--- config.mk ---
export PLATFORM = sky130hd
export DESIGN_NAME = ivo_top
export DESIGN_NICKNAME = d
export VERILOG_FILES = /design/src/rtl/ivo_pkg.sv /design/src/rtl/ivo_off_mem.sv /design/src/rtl/ivo_flag_word.sv /design/src/rtl/ivo_top.sv
export SDC_FILE = /design/constraint.sdc
export NUM_CORES = 2
export LEC_CHECK = 0
export ABC_AREA = 1
export BUFFER_PORTS_ARGS = -buffer_cell sky130_fd_sc_hd__buf_2
export CAP_MARGIN = 5
export CELL_PAD_IN_SITES_DETAIL_PLACEMENT = 1
export CELL_PAD_IN_SITES_GLOBAL_PLACEMENT = 1
export CORE_UTILIZATION = 38
export CTS_CLUSTER_SIZE = 40
export DETAILED_ROUTE_END_ITERATION = 10
export GPL_ROUTABILITY_DRIVEN = 0
export PLACE_DENSITY = 0.74
export SYNTH_ARGS = -nofsm -noshare
export SYNTH_HDL_FRONTEND = slang
export SYNTH_SLANG_ARGS = --single-unit
export TNS_END_PERCENT = 50
--- constraint.sdc ---
create_clock -name mclk_i -period 2.1 [get_ports mclk_i]
set_clock_uncertainty 0.15 [all_clocks]
set_input_delay 0.21 -clock mclk_i [delete_from_list [all_inputs] [get_ports mclk_i]]
set_output_delay 0.21 -clock mclk_i [all_outputs]
set_load 0.005 [all_outputs]
--- src/rtl/ivo_pkg.sv ---
// Package of constants and types for the interrupt vector offset and flag block.
// Operation
// - Offset field bits 17:16 and 15:1, rest zero.
// - Every offset register resets to zero.
// - Ordinary registers get clear, set, invert aliases.
// - Offset registers have no aliases.
// - Enabled peripheral event sets its flag.
// - Flag setting ignores the interrupt enable.
// - Flags stay set until software clears.
// - Up to 216 sources, each own flag; 9 vector offsets.
package ivo_pkg;
  localparam int unsigned ADDR_W = 16;
  localparam int unsigned DATA_W = 32;
  localparam int unsigned NUM_SRC = 216;
  localparam int unsigned NUM_OFF = 9;
  localparam int unsigned FLAG_WORDS = 7;
  localparam int unsigned OFF_W = 18;
  localparam int unsigned OFF_LSB = 1;
  localparam int unsigned OFF_MSB = 17;
  localparam logic [DATA_W-1:0] OFF_MASK = 32'h0003FFFE;
  localparam logic [DATA_W-1:0] OFF_RESET = 32'h00000000;
  localparam logic [DATA_W-1:0] FLAG_RESET = 32'h00000000;
  localparam logic [DATA_W-1:0] EN_RESET = 32'h00000000;
  // Alias offsets relative to a register's own address.
  localparam logic [ADDR_W-1:0] ALIAS_CLR = 16'h0004;
  localparam logic [ADDR_W-1:0] ALIAS_SET = 16'h0008;
  localparam logic [ADDR_W-1:0] ALIAS_INV = 16'h000C;
  // Flag status words, 0x10 apart so each keeps room for its three aliases.
  localparam logic [ADDR_W-1:0] FLAG_BASE = 16'h0040;
  localparam logic [ADDR_W-1:0] ENABLE_BASE = 16'h00C0;
  localparam logic [ADDR_W-1:0] REG_STRIDE = 16'h0010;
  // Vector offset registers with their numbers.
  localparam logic [ADDR_W-1:0] OFF_ADDR [NUM_OFF] = '{
    16'h0800, 16'h0808, 16'h08D0, 16'h08D4, 16'h0910,
    16'h0914, 16'h0918, 16'h0938, 16'h8080};
  localparam logic [7:0] OFF_VEC [NUM_OFF] = '{
    8'hE3, 8'hE2, 8'hE4, 8'hE5, 8'hF4, 8'hF5, 8'hF6, 8'hFE, 8'hE6};
  typedef enum logic [3:0] {
    IVO_OP_NONE = 4'h1,
    IVO_OP_CLR = 4'h2,
    IVO_OP_SET = 4'h4,
    IVO_OP_INV = 4'h8
  } ivo_op_e;
endpackage : ivo_pkg

--- src/rtl/ivo_off_mem.sv ---
// Memory of vector offsets with a registered entry lookup port.
`timescale 1ns/1ns
module ivo_off_mem (
  input wire logic mclk_i,
  input wire logic rst_n_i,
  input wire logic wr_i,
  input wire logic [3:0] wr_idx_i,
  input wire logic [31:0] wr_data_i,
  input wire logic [3:0] rd_idx_i,
  output logic [31:0] rd_data_o,
  input wire logic [3:0] take_idx_i,
  output logic [31:0] take_data_o
);
  typedef struct packed {
    logic [ivo_pkg::NUM_OFF-1:0][31:0] mem;
    logic [31:0] rd;
    logic [31:0] take;
  } ivo_mem_s;
  ivo_mem_s st_r;
  ivo_mem_s st_nxt;
  // Write masks unimplemented bits so reads give zero there; ports read registered.
  always_comb begin
    st_nxt = st_r;
    if (wr_i && wr_idx_i < 4'(ivo_pkg::NUM_OFF)) begin
      st_nxt.mem[wr_idx_i] = wr_data_i & ivo_pkg::OFF_MASK;
    end
    st_nxt.rd = (rd_idx_i < 4'(ivo_pkg::NUM_OFF)) ? st_r.mem[rd_idx_i] : 32'h00000000;
    st_nxt.take = (take_idx_i < 4'(ivo_pkg::NUM_OFF)) ?
                  (st_r.mem[take_idx_i] & ivo_pkg::OFF_MASK) : 32'h00000000;
  end
  always_ff @(posedge mclk_i or negedge rst_n_i) begin
    if (!rst_n_i) begin
      st_r <= '0;
    end else begin
      st_r <= st_nxt;
    end
  end
  assign rd_data_o = st_r.rd;
  assign take_data_o = st_r.take;
endmodule : ivo_off_mem

--- src/rtl/ivo_flag_word.sv ---
// One 32-bit interrupt flag status word with sticky set and alias updates.
`timescale 1ns/1ns
module ivo_flag_word (
  input wire logic mclk_i,
  input wire logic rst_n_i,
  input wire logic [31:0] event_i,
  input wire logic [31:0] periph_en_i,
  input wire logic wr_i,
  input wire logic [3:0] op_i,
  input wire logic [31:0] wr_data_i,
  output logic [31:0] flag_o
);
  typedef struct packed {
    logic [31:0] flag;
  } ivo_fw_s;
  ivo_fw_s st_r;
  ivo_fw_s st_nxt;
  // Software update first, then hardware set on top so a coincident event wins.
  always_comb begin
    st_nxt = st_r;
    if (wr_i) begin
      case (op_i)
        ivo_pkg::IVO_OP_CLR: st_nxt.flag = st_r.flag & ~wr_data_i;
        ivo_pkg::IVO_OP_SET: st_nxt.flag = st_r.flag | wr_data_i;
        ivo_pkg::IVO_OP_INV: st_nxt.flag = st_r.flag ^ wr_data_i;
        default: st_nxt.flag = wr_data_i;
      endcase
    end
    // Interrupt enable plays no part; only peripheral enable and event do.
    st_nxt.flag = st_nxt.flag | (event_i & periph_en_i);
  end
  always_ff @(posedge mclk_i or negedge rst_n_i) begin
    if (!rst_n_i) begin
      st_r <= '0;
    end else begin
      st_r <= st_nxt;
    end
  end
  assign flag_o = st_r.flag;
endmodule : ivo_flag_word

--- src/rtl/ivo_top.sv ---
// Top of the interrupt vector offset and flag status block with register port.
`timescale 1ns/1ns
module ivo_top (
  input wire logic mclk_i,
  input wire logic rst_n_i,
  input wire logic [15:0] addr_i,
  input wire logic [31:0] wdata_i,
  input wire logic wr_i,
  input wire logic rd_i,
  output logic [31:0] rdata_o,
  input wire logic [215:0] event_i,
  input wire logic [215:0] periph_en_i,
  input wire logic take_i,
  input wire logic [7:0] take_vec_i,
  output logic [215:0] flag_o,
  output logic [17:0] entry_off_o,
  output logic entry_valid_o
);
  localparam int unsigned FW = ivo_pkg::FLAG_WORDS;
  typedef struct packed {
    logic [31:0] rdata;
    logic [1:0] rd_sel;
    logic [2:0] rd_word;
    logic [FW*32-1:0] en;
    logic take_d;
    logic [17:0] entry;
    logic entry_v;
  } ivo_top_s;
  ivo_top_s st_r;
  ivo_top_s st_nxt;
  logic [FW*32-1:0] ev_w;
  logic [FW*32-1:0] pe_w;
  logic [FW-1:0][31:0] flag_w;
  logic [FW-1:0] fwr;
  logic [3:0] op;
  logic off_hit;
  logic [4:0] off_lu;
  logic [3:0] off_idx;
  logic [3:0] take_idx;
  logic [31:0] off_rd;
  logic [31:0] off_take;

  // Decode an offset register address; aliases of it never match.
  function automatic logic [4:0] off_lookup(input logic [15:0] a);
    logic [4:0] r;
    r = 5'h00;
    for (int i = 0; i < int'(ivo_pkg::NUM_OFF); i++) begin
      if (a == ivo_pkg::OFF_ADDR[i]) begin
        r = {1'b1, 4'(i)};
      end
    end
    return r;
  endfunction : off_lookup

  // Map a vector number to its offset slot, or none.
  function automatic logic [3:0] vec_lookup(input logic [7:0] v);
    logic [3:0] r;
    r = 4'hF;
    for (int i = 0; i < int'(ivo_pkg::NUM_OFF); i++) begin
      if (v == ivo_pkg::OFF_VEC[i]) begin
        r = 4'(i);
      end
    end
    return r;
  endfunction : vec_lookup

  // Alias operation from the low nibble of an ordinary register's address.
  function automatic logic [3:0] alias_op(input logic [15:0] a);
    logic [15:0] low;
    low = a & 16'h000F;
    if (low == ivo_pkg::ALIAS_CLR) begin
      return ivo_pkg::IVO_OP_CLR;
    end else if (low == ivo_pkg::ALIAS_SET) begin
      return ivo_pkg::IVO_OP_SET;
    end else if (low == ivo_pkg::ALIAS_INV) begin
      return ivo_pkg::IVO_OP_INV;
    end else begin
      return ivo_pkg::IVO_OP_NONE;
    end
  endfunction : alias_op

  // Word index within a group of ordinary registers, or 7 when outside it.
  function automatic logic [2:0] word_of(input logic [15:0] a, input logic [15:0] base);
    logic [15:0] d;
    d = a - base;
    if (a >= base && d < 16'(FW * 16)) begin
      return d[6:4];
    end else begin
      return 3'h7;
    end
  endfunction : word_of

  assign ev_w = (FW*32)'(event_i);
  assign pe_w = (FW*32)'(periph_en_i);
  assign op = alias_op(addr_i);
  // The lookup result is held in a net, since a function result cannot be sliced.
  assign off_lu = off_lookup(addr_i);
  assign off_hit = off_lu[4];
  assign off_idx = off_lu[3:0];
  assign take_idx = vec_lookup(take_vec_i);

  // One flag word per 32 sources; the last word's upper bits have no source.
  generate
    for (genvar g = 0; g < FW; g++) begin : g_flag
      assign fwr[g] = wr_i && !off_hit && word_of(addr_i, ivo_pkg::FLAG_BASE) == 3'(g);
      ivo_flag_word u_word (
        .mclk_i(mclk_i),
        .rst_n_i(rst_n_i),
        .event_i(ev_w[g*32 +: 32]),
        .periph_en_i(pe_w[g*32 +: 32]),
        .wr_i(fwr[g]),
        .op_i(op),
        // Bits of the last word without a source must stay zero under any write.
        .wr_data_i((g == FW - 1) ? {8'h00, wdata_i[23:0]} : wdata_i),
        .flag_o(flag_w[g])
      );
    end
  endgenerate

  // Offset store; writes only land at the register's own address.
  ivo_off_mem u_off (
    .mclk_i(mclk_i),
    .rst_n_i(rst_n_i),
    .wr_i(wr_i && off_hit),
    .wr_idx_i(off_idx),
    .wr_data_i(wdata_i),
    .rd_idx_i(off_hit ? off_idx : 4'hF),
    .rd_data_o(off_rd),
    .take_idx_i(take_idx),
    .take_data_o(off_take)
  );

  // Register port, enable words and entry formation.
  always_comb begin
    logic [2:0] w;
    logic [31:0] cur;
    w = word_of(addr_i, ivo_pkg::ENABLE_BASE);
    cur = 32'h00000000;
    st_nxt = st_r;
    st_nxt.rd_sel = 2'h0;
    st_nxt.rd_word = 3'h7;
    st_nxt.rdata = 32'h00000000;
    if (wr_i && !off_hit && w != 3'h7) begin
      cur = st_r.en[w*32 +: 32];
      case (op)
        ivo_pkg::IVO_OP_CLR: cur = cur & ~wdata_i;
        ivo_pkg::IVO_OP_SET: cur = cur | wdata_i;
        ivo_pkg::IVO_OP_INV: cur = cur ^ wdata_i;
        default: cur = wdata_i;
      endcase
      st_nxt.en[w*32 +: 32] = cur;
    end
    // Reads of aliases return the base register; unmapped reads return zero.
    if (rd_i) begin
      if (off_hit) begin
        st_nxt.rd_sel = 2'h1;
      end else if (word_of(addr_i, ivo_pkg::FLAG_BASE) != 3'h7) begin
        st_nxt.rd_sel = 2'h2;
        st_nxt.rd_word = word_of(addr_i, ivo_pkg::FLAG_BASE);
        // Captured at the read edge, so flags read as they stood when the strobe was taken.
        st_nxt.rdata = flag_w[word_of(addr_i, ivo_pkg::FLAG_BASE)];
      end else if (w != 3'h7) begin
        st_nxt.rd_sel = 2'h3;
        st_nxt.rd_word = w;
        st_nxt.rdata = st_r.en[w*32 +: 32];
      end
    end
    // The offset lookup is registered, so the entry follows the request by two cycles.
    st_nxt.take_d = take_i && take_idx != 4'hF;
    st_nxt.entry_v = st_r.take_d;
    if (st_r.take_d) begin
      st_nxt.entry = {off_take[17:1], 1'b0};
    end
  end

  // Read data mux sits one cycle behind the strobe to line up with the offset memory.
  always_comb begin
    case (st_r.rd_sel)
      2'h1: rdata_o = off_rd;
      2'h2: rdata_o = st_r.rdata;
      2'h3: rdata_o = st_r.rdata;
      default: rdata_o = 32'h00000000;
    endcase
  end

  always_ff @(posedge mclk_i or negedge rst_n_i) begin
    if (!rst_n_i) begin
      st_r <= '0;
    end else begin
      st_r <= st_nxt;
    end
  end

  generate
    for (genvar g = 0; g < FW; g++) begin : g_out
      if (g < FW - 1) begin : g_full
        assign flag_o[g*32 +: 32] = flag_w[g];
      end else begin : g_tail
        assign flag_o[215:192] = flag_w[g][23:0];
      end
    end
  endgenerate
  assign entry_off_o = st_r.entry;
  assign entry_valid_o = st_r.entry_v;
endmodule : ivo_top

==> results.md, run 1 <==
* GR Overflow Total at 172
* Largest net degree at the start of global routing at 107
* Worst endpoint from the post-global-route timing repair: st_r[203]$_DFFE_PN0P_/D
* CTS Buffer Depth at 3
* Post-Synthesis Cells at a little under 6000
* Status: aborted with a tool error
* Post-DP HPWL at around 180 mm
* Post-synthesis cell area at 0.0455 mm2
* H-tree levels at 3
* Initial Util at between 30% and 40%
* Mux contribution to synthesized area at less than 1%
* Area after DPL at 0.0567 mm2
* Root Driver: clkbuf_16
* Chip width at 348 um
* Post-Synth Adder-Cell Area at between 10% and 20%
* Halt Reason: [ERROR GRT-0232] Routing congestion too high. Check the congestion heatmap in the GUI.
* Area leader, netlist: dfrtp_1
* Total GRT Usage at about two thirds
* Largest family of logic cells by synthesized area: simple AND/OR/NAND/NOR gates
* EDFF count, synth at 0
* Syn avg cell area at between 7 and 8 um2
* Xor-xnor portion of the synthesized cell area at less than 1%
* Count of cell types in the netlist at 42
* Top-area cell type share of the netlist area at 37.4%
* CTS Buf Count at 85
* Halt Stage: global routing
* Synth Area in Compound Gates at between 15 and 20%
* Ranking of synthesized cells by area: dfrtp_1 37%, ha_1 14%, nand2_1 11%
* Pre-CTS setup slack at -1.60 ns
* Simple-gate share of the synthesized area at between 20% and 30%
* Fraction of registers with async set/reset at between 90% and 100%
* Seq cells post-synth at 680
* Sequential area share after synthesis at 37.4%
* Post-synthesis net count at 6887
* Buffers on Ports at about 760
* Clock sinks at 680
* Die Y at 348 um
* Worst-path end type: register data pin
* Warnings from Yosys at 0
* Top_reg_cell synth: dfrtp_1
* I/O pin count at 760
* Rows at between 100 and 150
[cells in the mapped netlist (4+ instances only)]
master,instances
o21ai_1,214
a21oi_1,113
nand4_1,38
dfrtp_1,680
nor2_2,11
nand2_2,10
ha_1,506
o211ai_1,87
nor3_1,6
a211oi_1,213
o22ai_1,59
nand3_2,4
a22oi_1,186
mux2_2,17
nand3_1,466
nor2_1,293
buf_1,25
or2_2,16
buf_2,54
clkbuf_1,273
inv_2,20
buf_4,19
inv_1,504
nor2_4,4
o21ai_0,636
xor2_1,5
o2111ai_1,8
a221oi_1,6
clkinv_1,20
nand2_1,1381
[routing by layer]
metal | overflow | track usage [%]
met3 | 2 | 50.3
met4 | 91 | 68.1
met5 | 0 | 25.7
met1 | 1 | 63.7
met2 | 78 | 82.5
[logic make-up after synthesis]
logic type               after synthesis
AND/OR/NAND/NOR                     2236
other                                  1
flip-flops                           680
adder cells (fa/ha/maj)              506
XOR/XNOR                               5
multiplexers                          17
buffers and inverters                917
AO/OA/AOI/OAI                       1526
[metrics by stage]
step,cells,TNS (ns)
after global placement,8550,-610.10
after CTS,9296,-127.99
after floorplan,5888,-265.17
after detailed placement,8550,-671.46
[what timing repair did]
item	in CTS
setup buffers	114
resized for setup	595
gates cloned	29
hold endpoints to repair	981
hold buffers	452
pin swaps	276
setup endpoints to repair	571
==> run 2: changes to the inputs <==
--- a/config.mk
+++ b/config.mk
@@ -8,13 +8,10 @@
 export ABC_AREA = 1
 export BUFFER_PORTS_ARGS = -buffer_cell sky130_fd_sc_hd__buf_2
 export CAP_MARGIN = 5
-export CELL_PAD_IN_SITES_DETAIL_PLACEMENT = 1
-export CELL_PAD_IN_SITES_GLOBAL_PLACEMENT = 1
-export CORE_UTILIZATION = 38
-export CTS_CLUSTER_SIZE = 40
+export CORE_UTILIZATION = 40
 export DETAILED_ROUTE_END_ITERATION = 10
 export GPL_ROUTABILITY_DRIVEN = 0
-export PLACE_DENSITY = 0.74
+export PLACE_DENSITY_LB_ADDON = 0.15
 export SYNTH_ARGS = -nofsm -noshare
 export SYNTH_HDL_FRONTEND = slang
 export SYNTH_SLANG_ARGS = --single-unit
==> constraint.sdc (replaced) <==
create_clock -name mclk_i -period 2.7 [get_ports mclk_i]
set_clock_uncertainty 0.15 [all_clocks]
set_input_delay 0.27 -clock mclk_i [delete_from_list [all_inputs] [get_ports mclk_i]]
set_output_delay 0.27 -clock mclk_i [all_outputs]
set_load 0.005 [all_outputs]
==> run 2 against run 1 <==
Effect of this change:
- the flow now finishes, with violations (negative setup slack)
- area after synthesis unchanged
- synthesized cell count stayed put
==> results.md, run 2 <==
* Status: complete, but fails checks
* Failing checks: negative setup slack
* Area occupied by multi-input gates at approximately 0.026 mm2
* Setup CP Type: input pin to flip-flop
* Critical Path Sink Type: flip-flop
* Switching power at between 0.006 and 0.007 W
* Area after DPL at 0.0555 mm2
* Slew @ Worst Pin at ~0.85 ns
* Post-synthesis cell area at about 0.045 mm2
* Max reg flops at around 260
* Warnings from Yosys at 0
* Total GRT Usage at 36.7%
* Post-DP HPWL at roughly 150 mm
* Hold/Removal Path Class: input pin to asynchronous set/reset pin
* Ranking of synthesized cells by area: dfrtp_1 37%, ha_1 14%, nand2_1 11%
* Buf/Inv on CP at 7
* Buffers on Ports at 758
* Chip width at 339 um
* Rows at 123
* CTS Buffer Depth at 3
* Top Family by Delay on Critical Path: simple AND/OR/NAND/NOR gates
* Fin crit period at approximately 2.8 ns
* EDFF count, synth at 0
* First-pass GRT wire length at approximately 320 mm
* Post-Synth Adder-Cell Area at between 10% and 20%
* Largest net degree at the start of global routing at 118
* Peak VDD IR at roughly 470 uV
* Fraction of registers with async set/reset at 100%
* Mux contribution to synthesized area at 0.421%
* Count of cell types in the netlist at 42
* Post-Synthesis Cells at 5888
* Hold Vio Cnt, Final at 0
* Max Slew Vio Count at 0
* Initial DRC Count at around 5400
* CP startpoint kind: input pin
* Switch share at between 20% and 30%
* Xor-xnor portion of the synthesized cell area at 0.0963%
* DRC Markers at 0
* Most common cell in the netlist: nand2_1
* Post-route design area at between 0.06 and 0.07 mm2
* Commonest non-fill, non-tap cell in the layout: nand2_1
* Synth-to-layout area growth at 42.1%
* Finished Layout Cells at 9003
* Sequential share of power at 39.3%
* Crit Path Max Fanout at 6
* Rel. slew slack at between 40% and 50%
* Root Driver: clkbuf_16
* H-tree levels at 3
* Initial Util at 40.4%
* Placed Cells incl. Taps at between 8000 and 9000
* Commonest cells after routing, fill and taps aside: 1323 x nand2_1, 755 x buf_2, 680 x dfrtp_1
* Routed vias/inst at between 5 and 6
* Top_reg_cell synth: dfrtp_1
* Vias in the first global route at a little under 50000
* Final net count at 8421
* Top-area cell type share of the netlist area at between 30% and 40%
* Syn avg cell area at 7.72 um2
* Largest family of logic cells by synthesized area: simple AND/OR/NAND/NOR gates
* Clock sinks at 680
* Drt total wl at 219 mm
* DIE AREA at 0.115 mm2
* Share of layout cells above drive strength 1 at 24.5%
* Reg area at 0.0170 mm2
* CTS Buf Count at 85
* Highest clock rate at about 0.36 GHz
* Clock latency on the worst-skew pair at around 0.7 ns
* Clock-pin slew on the worst setup and hold paths at approximately 0.06 ns
* Layout fillers at a little over 10000
* Post-route ant nets at 0
* Pre-CTS setup slack at -0.933 ns
* Total power at 0.0260 W
* CTS tree: built
* Power Internal at ~0.019 W
* Logic gate share of total power at between 10% and 20%
* Slowest CP cell: a211oi_2
* Top reg by flops: st_r
* Clock share of power at a little under half
* Unrepaired setup endpoints after global routing: yes
* Simple-gate share of the synthesized area at between 20% and 30%
* Area leader, netlist: dfrtp_1
* GR Overflow Total at 0
* WP data arrival at between 3 and 4 ns
* Setup-violating endpoint count in the final report at 3
* CP required at ~3.1 ns
* Worst setup margin at -0.0560 ns
* Leakage at around 32 nW
* Pwr dens at approximately 400 mW/mm2
* Seq cells post-synth at a little under 700
* Slowest stage delay, CP at roughly 0.29 ns
* Drt first pass iters at 6
* Post-synthesis net count at a little under 7000
* Synth Area in Compound Gates at 19.8%
* Worst-path cell chain: buf_12 -> inv_6 -> ha_4 -> inv_2 -> nand3_2 -> buf_6 -> nor3_2 -> nand2_1 -> nor2_4 -> nand3_4 -> buf_12 -> buf_8 -> nor2_4 -> nand2_2 -> nand3_2 -> nand2_4 -> ha_4 -> o22ai_4 -> a211oi_2 -> nor2_2 -> nand2_1 -> inv_1 -> a21oi_2 -> a21oi_1
* Sequential area share after synthesis at a little under two fifths
* WL/cell at around 24 um
* Max Cap Viol at 0
* Via Count at 51200
* CORE AREA at between 0.1 and 0.15 mm2
* Die Y at 339 um
* Commonest cells post-synth: 1381 x nand2_1, 680 x dfrtp_1, 636 x o21ai_0
* Period utilization at 102%
* I/O pin count at 760
* Initial antenna violation count at 22
-- run 2: cell counts after synthesis --
No cell type changed its count.
-- run 2: metal layers --
metal	track usage, %	vias to the layer above	wire length, um
met5	0	-	76
met3	7.18	716	19200
li1	-	23000	-
met4	23.2	12	16100
met1	46.3	24500	85300
met2	57.6	2867	98300
-- run 2: worst paths after layout --
path,startpoint,slack [ns],cells past startpoint,endpoint
max in group asynchronous,rst_n_i,1.44,3,g_flag[5].u_word.flag_o[29]
setup reg to reg,st_r[112],0.52,15,st_r[80]
hold reg to reg,u_off.take_data_o[17],0.31,1,entry_off_o[17]
setup / recovery,addr_i[7],-0.06,24,st_r[141]
hold / removal,rst_n_i,0.04,2,u_off.st_r[259]
min in group mclk_i,wr_i,0.12,6,u_off.st_r[98]
-- run 2: per-stage QoR --
stage	hold slack [ns]	utilization, %	setup TNS (ns)
2_1_floorplan	-0.176	-	-62.54
3_3_place_gp	0.182	49.3	-278.41
3_5_place_dp	0.195	49.3	-290.42
4_1_cts	0.0660	56.3	-0.00932
5_1_grt	0.0863	57.3	-6.75
6_report	0.0435	57.3	-0.0984
-- run 2: what timing repair did --
action,4_1_cts,5_1_grt
setup endpoints to repair,211,271
pin swaps,7,121
hold buffers,451,0
cloned,5,4
buffers inserted,4,25
resized for setup,53,258
hold endpoints to repair,453,0
-- run 2: power by group through the flow --
stage          registers [W]  clock network (W)  logic [W]
6_report              0.0102             0.0125    0.00331
3_5_place_dp          0.0104                  0    0.00260
2_1_floorplan         0.0104                  0   0.000939
4_1_cts               0.0102             0.0126    0.00314
5_1_grt               0.0102             0.0129    0.00351
3_3_place_gp          0.0104                  0    0.00256
-- run 2: final cells by class --
type / instances / share of cell area [%]
clock buffers: 116 / 3.80
repair buffers: 1819 / 22.6
well taps: 1500 / 2.91
flip-flops and latches: 680 / 26.3
inverters: 545 / 3.23
multi-input cells: 4291 / 40.3
clock inverters: 41 / 0.817
diodes: 11 / 0.0426
-- run 2: kinds of logic after synthesis --
family	Yosys count
xor+xnor	5
fa+ha+maj	506
flops	680
other cells	1
buf+inv	917
mux	17
compound gates	1526
simple gates	2236
-- run 2: worst register-to-register path, cell delays in order, from the launching register on --
cell	delay, ns
dfrtp_1	0.39
inv_1	0.07
nand4_1	0.10
nand3_1	0.09
nand2_1	0.07
nand2_1	0.09
nand2_2	0.08
ha_4	0.21
or2_4	0.23
o2111ai_4	0.06
inv_2	0.08
nor2_4	0.12
nand2_2	0.07
nor2_2	0.08
inv_1	0.05
o21ai_1	0.14
Note: power is estimated with default switching activity, not from simulation.
